## src/dipc_pkg.sv

```systemverilog
// package: instruction classes and constants for dual-issue pairing control
package dipc_pkg;

   // decoded instruction class presented by fetch/decode
   localparam int unsigned CLS_W = 5;
   typedef enum logic [CLS_W-1:0] {
      DIPC_CLS_NOP        = 5'h00,
      DIPC_CLS_MOV_REG    = 5'h01,
      DIPC_CLS_MOV_IMM    = 5'h02,
      DIPC_CLS_NOT        = 5'h03,
      DIPC_CLS_SAT        = 5'h04,
      DIPC_CLS_LOGIC      = 5'h05,
      DIPC_CLS_TST        = 5'h06,
      DIPC_CLS_ADDSUB     = 5'h07,
      DIPC_CLS_CMP        = 5'h08,
      DIPC_CLS_SHIFT      = 5'h09,
      DIPC_CLS_MULH       = 5'h0a,
      DIPC_CLS_EXT        = 5'h0b,
      DIPC_CLS_SLD        = 5'h0c,
      DIPC_CLS_SST        = 5'h0d,
      DIPC_CLS_UBR        = 5'h0e,
      DIPC_CLS_CBR        = 5'h0f,
      DIPC_CLS_OTHER      = 5'h10
   } dipc_cls_t;

   localparam int unsigned    REG_W          = 5;
   localparam logic [4:0]     ZERO_REG_IDX   = 5'h00;
   localparam logic [4:0]     ELEM_PTR_IDX   = 5'h1e;
   localparam int unsigned    LDBUF_N        = 2;

   // pair kinds reported with a pair issue
   typedef enum logic [2:0] {
      DIPC_PK_NONE = 3'h0,
      DIPC_PK_FUSE = 3'h1,
      DIPC_PK_UBR  = 3'h2,
      DIPC_PK_CBR  = 3'h3,
      DIPC_PK_SLD  = 3'h4
   } dipc_pk_t;

   // resume step states, one-hot
   typedef enum logic [2:0] {
      DIPC_ST_RUN  = 3'b001,
      DIPC_ST_STEP = 3'b010,
      DIPC_ST_HALT = 3'b100
   } dipc_st_t;

endpackage : dipc_pkg
```

## src/dipc_class_dec.sv

```systemverilog
// class decoder: pairing eligibility of one instruction class
`timescale 1ns/1ps
module dipc_class_dec
   import dipc_pkg::*;
(
   // class in
   input  wire dipc_pkg::dipc_cls_t cls_i,
   // eligibility out
   output logic                     fuse_op_o,
   output logic                     pre_ubr_o,
   output logic                     pre_cbr_o,
   output logic                     pre_sld_o,
   output logic                     flag_upd_o
);
   import dipc_pkg::*;

   wire is_alu = (cls_i == DIPC_CLS_SAT) || (cls_i == DIPC_CLS_LOGIC) ||
                 (cls_i == DIPC_CLS_ADDSUB) || (cls_i == DIPC_CLS_SHIFT);
   wire is_mov = (cls_i == DIPC_CLS_MOV_REG) || (cls_i == DIPC_CLS_MOV_IMM);
   wire is_base = (cls_i == DIPC_CLS_NOP) || is_mov || (cls_i == DIPC_CLS_NOT) || is_alu ||
                  (cls_i == DIPC_CLS_TST) || (cls_i == DIPC_CLS_CMP) || (cls_i == DIPC_CLS_MULH);

   assign fuse_op_o  = is_alu || (cls_i == DIPC_CLS_MULH);
   assign pre_ubr_o  = is_base || (cls_i == DIPC_CLS_SLD) || (cls_i == DIPC_CLS_SST);
   assign pre_cbr_o  = (cls_i == DIPC_CLS_NOP) || is_mov || (cls_i == DIPC_CLS_MULH) ||
                       (cls_i == DIPC_CLS_EXT) || (cls_i == DIPC_CLS_SLD) || (cls_i == DIPC_CLS_SST);
   assign pre_sld_o  = is_base;
   assign flag_upd_o = is_alu || (cls_i == DIPC_CLS_NOT) || (cls_i == DIPC_CLS_TST) ||
                       (cls_i == DIPC_CLS_CMP);

endmodule : dipc_class_dec

```

## src/dipc_pair_ctrl.sv

```systemverilog
// dual-issue pairing control: decides pair issue and breakpoint resume stepping
`timescale 1ns/1ps
module dipc_pair_ctrl
   import dipc_pkg::*;
(
   // clock and reset
   input  wire logic                clk_i,
   input  wire logic                rst_n_i,
   input  wire logic                ce_i,
   // decode slots
   input  wire logic                dec_valid_i,
   input  wire dipc_pkg::dipc_cls_t first_cls_i,
   input  wire logic [4:0]          first_dst_i,
   input  wire logic                first_unaligned_tgt_i,
   input  wire logic                second_valid_i,
   input  wire dipc_pkg::dipc_cls_t second_cls_i,
   input  wire logic [4:0]          second_dst_i,
   // pipeline hazard state
   input  wire logic                ep_wb_pend_i,
   input  wire logic                prev_flag_upd_i,
   input  wire logic [1:0]          ldbuf_wb_wait_i,
   // breakpoint resume
   input  wire logic                resume_i,
   // issue outputs
   output logic                     pair_issue_o,
   output dipc_pkg::dipc_pk_t       pair_kind_o,
   output logic                     issue_o,
   output logic [1:0]               step_adv_o,
   output logic                     step_done_o,
   output logic                     step_active_o
);
   import dipc_pkg::*;

   logic     rst_s1_q;
   logic     rst_s2_q;
   always_ff @(posedge clk_i or negedge rst_n_i) begin
      if (!rst_n_i) begin
         rst_s1_q <= 1'b0;
         rst_s2_q <= 1'b0;
      end else begin
         rst_s1_q <= 1'b1;
         rst_s2_q <= rst_s1_q;
      end
   end
   wire rst_n = rst_s2_q;

   logic f_fuse, f_ubr, f_cbr, f_sld, f_flag;
   dipc_class_dec u_dec_first (
      .cls_i      (first_cls_i),
      .fuse_op_o  (),
      .pre_ubr_o  (f_ubr),
      .pre_cbr_o  (f_cbr),
      .pre_sld_o  (f_sld),
      .flag_upd_o (f_flag)
   );
   dipc_class_dec u_dec_second (
      .cls_i      (second_cls_i),
      .fuse_op_o  (f_fuse),
      .pre_ubr_o  (),
      .pre_cbr_o  (),
      .pre_sld_o  (),
      .flag_upd_o ()
   );

   // candidate pair kinds, second slot decides branch/load role
   wire both_ok   = dec_valid_i && second_valid_i && !first_unaligned_tgt_i;
   wire first_mov = (first_cls_i == DIPC_CLS_MOV_REG);
   wire fuse_ok   = first_mov && f_fuse && (first_dst_i == second_dst_i) &&
                    (first_dst_i != ZERO_REG_IDX);
   wire ubr_ok    = (second_cls_i == DIPC_CLS_UBR) && f_ubr;
   wire flag_haz  = f_flag || prev_flag_upd_i;
   wire cbr_ok    = (second_cls_i == DIPC_CLS_CBR) && f_cbr && !flag_haz;
   wire ldbuf_full = &ldbuf_wb_wait_i;
   wire sld_ok    = (second_cls_i == DIPC_CLS_SLD) && f_sld && !ep_wb_pend_i &&
                    !ldbuf_full;

   wire pair_w    = both_ok && (fuse_ok || ubr_ok || cbr_ok || sld_ok);
   wire dipc_pk_t kind_w = !pair_w ? DIPC_PK_NONE :
                           fuse_ok ? DIPC_PK_FUSE :
                           ubr_ok  ? DIPC_PK_UBR  :
                           cbr_ok  ? DIPC_PK_CBR  : DIPC_PK_SLD;

   // resume stepping
   dipc_st_t st_q, st_d;
   always_comb begin
      st_d = st_q;
      case (st_q)
         DIPC_ST_RUN:  st_d = st_q;
         DIPC_ST_HALT: if (resume_i) st_d = DIPC_ST_STEP;
         DIPC_ST_STEP: if (dec_valid_i) st_d = DIPC_ST_RUN;
         default:      st_d = DIPC_ST_RUN;
      endcase
      if (st_q == DIPC_ST_RUN && resume_i) st_d = DIPC_ST_STEP;
   end

   always_ff @(posedge clk_i or negedge rst_n) begin
      if (!rst_n) begin
         st_q <= DIPC_ST_RUN;
      end else if (ce_i) begin
         st_q <= st_d;
      end
   end

   wire step_fire = (st_q == DIPC_ST_STEP) && dec_valid_i;

   assign pair_issue_o  = pair_w;
   assign pair_kind_o   = kind_w;
   assign issue_o       = dec_valid_i;
   assign step_adv_o    = !dec_valid_i ? 2'h0 : (pair_w ? 2'h2 : 2'h1);
   assign step_done_o   = step_fire;
   assign step_active_o = (st_q == DIPC_ST_STEP);

   AST_FUSE_ZERO: assert property (@(posedge clk_i) disable iff (!rst_n)
      (pair_kind_o == DIPC_PK_FUSE) |-> (first_dst_i != ZERO_REG_IDX && first_dst_i == second_dst_i))
      else $error("fusion with zero or mismatched destination");
   AST_FUSE_ORDER: assert property (@(posedge clk_i) disable iff (!rst_n)
      (pair_kind_o == DIPC_PK_FUSE) |-> first_cls_i == DIPC_CLS_MOV_REG)
      else $error("fusion without move first");
   AST_UBR_SECOND: assert property (@(posedge clk_i) disable iff (!rst_n)
      (pair_kind_o == DIPC_PK_UBR) |-> second_cls_i == DIPC_CLS_UBR && first_cls_i != DIPC_CLS_UBR)
      else $error("bad branch pair");
   AST_CBR_FLAG: assert property (@(posedge clk_i) disable iff (!rst_n)
      (pair_kind_o == DIPC_PK_CBR) |-> !f_flag)
      else $error("cbr paired after flag update");
   AST_SLD_PRE: assert property (@(posedge clk_i) disable iff (!rst_n)
      (pair_kind_o == DIPC_PK_SLD) |-> first_cls_i != DIPC_CLS_SLD)
      else $error("sld paired after sld");
   AST_SECOND_POS: assert property (@(posedge clk_i) disable iff (!rst_n)
      pair_issue_o |-> first_cls_i != DIPC_CLS_UBR && first_cls_i != DIPC_CLS_CBR)
      else $error("branch in first position paired");
   AST_UNALIGNED: assert property (@(posedge clk_i) disable iff (!rst_n)
      first_unaligned_tgt_i |-> !pair_issue_o)
      else $error("pair after unaligned target");
   AST_EP_HAZ: assert property (@(posedge clk_i) disable iff (!rst_n)
      ep_wb_pend_i && second_cls_i == DIPC_CLS_SLD |-> !pair_issue_o)
      else $error("sld paired with pending pointer write");
   AST_FLAG_HAZ: assert property (@(posedge clk_i) disable iff (!rst_n)
      prev_flag_upd_i && second_cls_i == DIPC_CLS_CBR |-> !pair_issue_o)
      else $error("cbr paired under flag hazard");
   AST_LDBUF: assert property (@(posedge clk_i) disable iff (!rst_n)
      ldbuf_wb_wait_i == 2'h3 && second_cls_i == DIPC_CLS_SLD |-> !pair_issue_o)
      else $error("sld paired with load buffers full");
   AST_STEP: assert property (@(posedge clk_i) disable iff (!rst_n)
      step_done_o && ce_i |-> step_adv_o == (pair_issue_o ? 2'h2 : 2'h1) ##1 !step_active_o)
      else $error("resume step advance wrong");
   AST_PAIR_VALID: assert property (@(posedge clk_i) disable iff (!rst_n)
      pair_issue_o |-> dec_valid_i && second_valid_i && pair_kind_o != DIPC_PK_NONE)
      else $error("pair without two valid slots");

   // eligible pairs must issue
   wire chk_slots = dec_valid_i && second_valid_i && !first_unaligned_tgt_i;
   AST_FUSE_ALLOWED: assert property (@(posedge clk_i) disable iff (!rst_n)
      chk_slots && first_cls_i == DIPC_CLS_MOV_REG && first_dst_i == second_dst_i &&
      first_dst_i != ZERO_REG_IDX &&
      second_cls_i inside {DIPC_CLS_SAT, DIPC_CLS_LOGIC, DIPC_CLS_ADDSUB, DIPC_CLS_SHIFT, DIPC_CLS_MULH}
      |-> pair_kind_o == DIPC_PK_FUSE)
      else $error("eligible move fusion not issued");
   AST_UBR_ALLOWED: assert property (@(posedge clk_i) disable iff (!rst_n)
      chk_slots && second_cls_i == DIPC_CLS_UBR &&
      first_cls_i inside {DIPC_CLS_NOP, DIPC_CLS_MOV_REG, DIPC_CLS_MOV_IMM, DIPC_CLS_NOT, DIPC_CLS_SAT,
                          DIPC_CLS_LOGIC, DIPC_CLS_TST, DIPC_CLS_ADDSUB, DIPC_CLS_CMP, DIPC_CLS_SHIFT,
                          DIPC_CLS_MULH, DIPC_CLS_SLD, DIPC_CLS_SST}
      |-> pair_kind_o == DIPC_PK_UBR)
      else $error("eligible branch pair not issued");
   AST_CBR_ALLOWED: assert property (@(posedge clk_i) disable iff (!rst_n)
      chk_slots && second_cls_i == DIPC_CLS_CBR && !prev_flag_upd_i &&
      first_cls_i inside {DIPC_CLS_NOP, DIPC_CLS_MOV_REG, DIPC_CLS_MOV_IMM, DIPC_CLS_MULH, DIPC_CLS_EXT,
                          DIPC_CLS_SLD, DIPC_CLS_SST}
      |-> pair_kind_o == DIPC_PK_CBR)
      else $error("eligible conditional branch pair not issued");
   AST_SLD_ALLOWED: assert property (@(posedge clk_i) disable iff (!rst_n)
      chk_slots && second_cls_i == DIPC_CLS_SLD && !ep_wb_pend_i && ldbuf_wb_wait_i != 2'h3 &&
      first_cls_i inside {DIPC_CLS_NOP, DIPC_CLS_MOV_REG, DIPC_CLS_MOV_IMM, DIPC_CLS_NOT, DIPC_CLS_SAT,
                          DIPC_CLS_LOGIC, DIPC_CLS_TST, DIPC_CLS_ADDSUB, DIPC_CLS_CMP, DIPC_CLS_SHIFT,
                          DIPC_CLS_MULH}
      |-> pair_kind_o == DIPC_PK_SLD)
      else $error("eligible short load pair not issued");

   // issue count and resume stepping
   AST_NO_KIND: assert property (@(posedge clk_i) disable iff (!rst_n)
      !pair_issue_o |-> pair_kind_o == DIPC_PK_NONE)
      else $error("pair kind without pair issue");
   AST_IDLE_ADV: assert property (@(posedge clk_i) disable iff (!rst_n)
      !dec_valid_i |-> step_adv_o == 2'h0 && !pair_issue_o && !issue_o)
      else $error("advance without valid slot");
   AST_SINGLE_ADV: assert property (@(posedge clk_i) disable iff (!rst_n)
      dec_valid_i && !pair_issue_o |-> step_adv_o == 2'h1 && issue_o)
      else $error("single issue advance wrong");
   AST_TWO_ADV: assert property (@(posedge clk_i) disable iff (!rst_n)
      pair_issue_o |-> step_adv_o == 2'h2)
      else $error("pair issue advance wrong");
   AST_RESUME: assert property (@(posedge clk_i) disable iff (!rst_n)
      st_q == DIPC_ST_RUN && resume_i && ce_i |=> step_active_o)
      else $error("resume did not start a step");
   AST_STEP_HOLD: assert property (@(posedge clk_i) disable iff (!rst_n)
      step_active_o && !dec_valid_i && ce_i |=> step_active_o)
      else $error("step dropped without issue");
   AST_STEP_DONE: assert property (@(posedge clk_i) disable iff (!rst_n)
      step_done_o |-> step_active_o && issue_o)
      else $error("step done outside a step");
   AST_CE_FREEZE: assert property (@(posedge clk_i) disable iff (!rst_n)
      !ce_i |=> $stable(st_q))
      else $error("step state moved with enable low");
   AST_ST_ONEHOT: assert property (@(posedge clk_i) disable iff (!rst_n)
      $onehot(st_q))
      else $error("step state not one-hot");

   COV_FUSE: cover property (@(posedge clk_i) disable iff (!rst_n) pair_kind_o == DIPC_PK_FUSE);
   COV_UBR:  cover property (@(posedge clk_i) disable iff (!rst_n) pair_kind_o == DIPC_PK_UBR);
   COV_CBR:  cover property (@(posedge clk_i) disable iff (!rst_n) pair_kind_o == DIPC_PK_CBR);
   COV_SLD:  cover property (@(posedge clk_i) disable iff (!rst_n) pair_kind_o == DIPC_PK_SLD);
   COV_STEP2: cover property (@(posedge clk_i) disable iff (!rst_n) step_done_o && pair_issue_o);

endmodule : dipc_pair_ctrl

```

## config.mk

```make
export PLATFORM = sky130hd
export DESIGN_NAME = dipc_pair_ctrl
export DESIGN_NICKNAME = d
export VERILOG_FILES = /design/src/dipc_pkg.sv /design/src/dipc_class_dec.sv /design/src/dipc_pair_ctrl.sv
export SDC_FILE = /design/constraint.sdc
export NUM_CORES = 1
export LEC_CHECK = 0
export ABC_AREA = 1
export BUFFER_PORTS_ARGS = -buffer_cell sky130_fd_sc_hd__buf_2
export CORE_UTILIZATION = 49
export CTS_CLUSTER_SIZE = 25
export DETAILED_ROUTE_END_ITERATION = 10
export GPL_TIMING_DRIVEN = 0
export PLACE_DENSITY = 0.85
export SETUP_SLACK_MARGIN = 0.15
export SLEW_MARGIN = 20
export SYNTH_ARGS = -nofsm -noshare
export SYNTH_HDL_FRONTEND = slang
export SYNTH_HIERARCHICAL = 1
export SYNTH_SLANG_ARGS = --single-unit
```

## constraint.sdc

```tcl
create_clock -name clk_i -period 2.4 [get_ports clk_i]
set_clock_uncertainty 0.2 [all_clocks]
set_input_delay 0.12 -clock clk_i [delete_from_list [all_inputs] [get_ports clk_i]]
set_output_delay 0.12 -clock clk_i [all_outputs]
set_load 0.02 [all_outputs]
```

==> flow_metrics.py <==
metrics = {
    "critical_path": {
        "worstSetupStartpoint": "first_cls_i[0]",
        "setup.worst_path.class": "primary input to output pin",
        "cp.required_ps": 2080,
        "worstPathMaxFanout": 6,
        "startpoint_class_of_the_critical_path": "primary input",
        "data_arrival_time_at_the_worst_slack_endpoint_ps": 1600,
        "reg_to_reg_startpoint": "st_q[0]$_DFFE_PN1P_",
        "worst_setup_path_end_kind": "output pin",
    },
    "floorplan": {
        "die_h_um": 40.0,
        "fp.coreArea_um2": 1320,
        "dieArea_um2": 1600,
        "standard_cell_row_count": 13,
        "initial_util_pct": 53.7,
        "io_pins": 40,
        "die_width_um": 40.0,
    },
    "cts": {
        "insertion_delay_of_the_later_clocked_pin_in_the_worst_skew_pair_ps": 240,
        "cts_setup_buffers": 0,
        "htree_num_levels": 1,
        "cts-root-to-sink-buffers": 2,
        "post_cts_resize_count": 0,
        "clock_sinks": 4,
        "clock_tree.root_cell": "clkbuf_4",
        "clock_tree_from_tritoncts": "yes",
        "clkSlewWorstSetupHoldPaths_ps": 50,
        "cts_inserted_buffers": 3,
        "cts_hold_buffers": 2,
    },
    "pwr": {
        "cellInternalPower_mw": 0.209,
        "power.combinational.fraction_pct": 43.6,
        "fraction_of_power_spent_switching_nets_pct": 37.7,
        "vdd_ir_drop_max_uv": 504,
        "clockPowerShare_pct": 27.4,
        "leakage_nw": 0.625,
        "cellPowerDensity_nw_per_um2": 347,
        "switching_power_of_the_nets_mw": 0.127,
        "seq_power_share_pct": 29.1,
    },
    "routing": {
        "drc_errors": 0,
        "detail_route.wirelength.met1_um": 712,
        "highest-signal-layer": "met3",
        "viasPerCell": 4.82,
        "drt_pre_antenna_iters": 4,
        "vias_after_detailed_routing": 920,
        "wire_per_inst_um": 9.53,
        "met3_layer_wire_length_in_the_routed_design_um": 75,
        "drt-initial-drc-count": 19,
        "drt_wl_total_um": 1820,
        "ant_nets_after_route": 0,
        "detailroute.wirelength.met2_um": 1030,
    },
    "timing": {
        "setup_repair_after_global_routing_missed_its_margin": "false",
        "report.final.setup_viol": 0,
        "hold-worst-slack_ps": 6.54,
        "finalSetupTns_ps": 0,
        "hold_violation_total_from_the_final_report": 0,
        "fmaxAchievable_mhz": 520,
        "maxSlewViolCount": 0,
        "finalCriticalPeriod_ps": 1920,
        "fin_ws_ps": 476,
        "finalCritPeriodShare_pct": 80.1,
    },
    "logic_synthesis": {
        "post_synth_design_cell_area_um2": 707,
        "synth_fp_nets": 162,
        "synthesis.instances": 131,
        "synthesis.area_per_instance_um2": 5.40,
        "yosysWarningCount": 6,
    },
    "place": {
        "post-place-cells": 185,
        "dp_slack_ps": 503,
        "dp_hpwl_um": 1490,
        "port_buffers": 39,
        "final_wtd_congestion": 0.937,
    },
    "layout": {
        "area_delta_synth_final_pct": 36.8,
        "final_net_count": 208,
        "mostFrequentLayoutCells": "buf_2 (39), nand2_1 (35), nor2_1 (24), inv_1 (22), nand3_1 (9)",
        "filler_cell_count": 129,
        "antenna_cells_inserted": 0,
        "ratio_of_cells_with_drive_above_1_in_the_final_layout_pct": 35.2,
        "final_cells": 191,
        "layout_commonest_cell": "buf_2",
    },
    "grt": {
        "grt_use_total_pct": 22.6,
        "globalRoute.totalOverflow": 0,
        "first_global_vias": 722,
        "antenna_found_initial": 0,
        "grt_pass1_wl_um": 2540,
        "largest_net_degree_at_the_start_of_global_routing": 10,
    },
    "run": {
        "maxCapViolCount": 0,
    },
    "run_status": {
        "run_status": "finished clean",
    },
    "hold_path": {
        "min_path_type": "flop to async pin",
    },
}
routing by layer:
metal | GRT usage (%) | up-vias
met3 | 1.67 | 0
met5 | 0 | -
li1 | - | 492
met4 | 2.59 | 0
met1 | 22.8 | 396
met2 | 49.2 | 32
cell type report:
type	instances	area, um2	area share, %
tap	15	18.8	1.94
sequential	4	101	10.5
timing repair buffer	41	215	22.3
multi-input combinational	98	493	51.0
buffer	1	7.51	0.776
inverter	28	105	10.9
clock buffer	4	26.3	2.72
critical path: stages:
cell and delay [ps]:
buf_2 140, inv_2 70, nand2_1 70, nand2_1 70
nand2_1 80, a21oi_1 150, nand2_1 70, nor2_1 80
nand3_1 100, nor3_2 180, nor2_2 80, nand3_2 100
nand2_2 70, nor2_2 80, buf_2 160
state kept, by name, indices dropped and copies added (netlist names):
name,cells
st_q,2
rst_n,1
rst_s1_q,1
power by group through the flow:
stage                     combinational (mW)  sequential, mW  clock, mW
final                                  0.146          0.0975     0.0919
after global routing                   0.164          0.0985      0.101
after CTS                              0.146          0.0975     0.0961
after detailed placement               0.142          0.0981          0
after global placement                 0.137          0.0966          0
after floorplan                       0.0885          0.0958          0
metrics by stage:
step | cell area, um2 | power [mW] | utilization (%)
CTS | 967 | 0.340 | 73.4
detailed placement | 921 | 0.241 | 69.9
global route | 967 | 0.364 | 73.4
finish | 967 | 0.336 | 73.4
floorplan | 707 | 0.184 | -
global placement | 921 | 0.233 | 69.9
final timing paths:
| kind | end | slack (ps) | cells after the start |
|---|---|---|---|
| max | pair_kind_o[0] | 480 | 15 |
| min | st_q[0]$_DFFE_PN1P_ | 7 | 0 |
| max reg2reg | st_q[1]$_DFFE_PN0P_ | 1080 | 5 |
| min reg2reg | st_q[0]$_DFFE_PN1P_ | 7 | 0 |
| max in group asynchronous | st_q[1]$_DFFE_PN0P_ | 1500 | 1 |
| min in group clk_i | st_q[0]$_DFFE_PN1P_ | 10 | 3 |
Power figures use the tool's default switching activity.
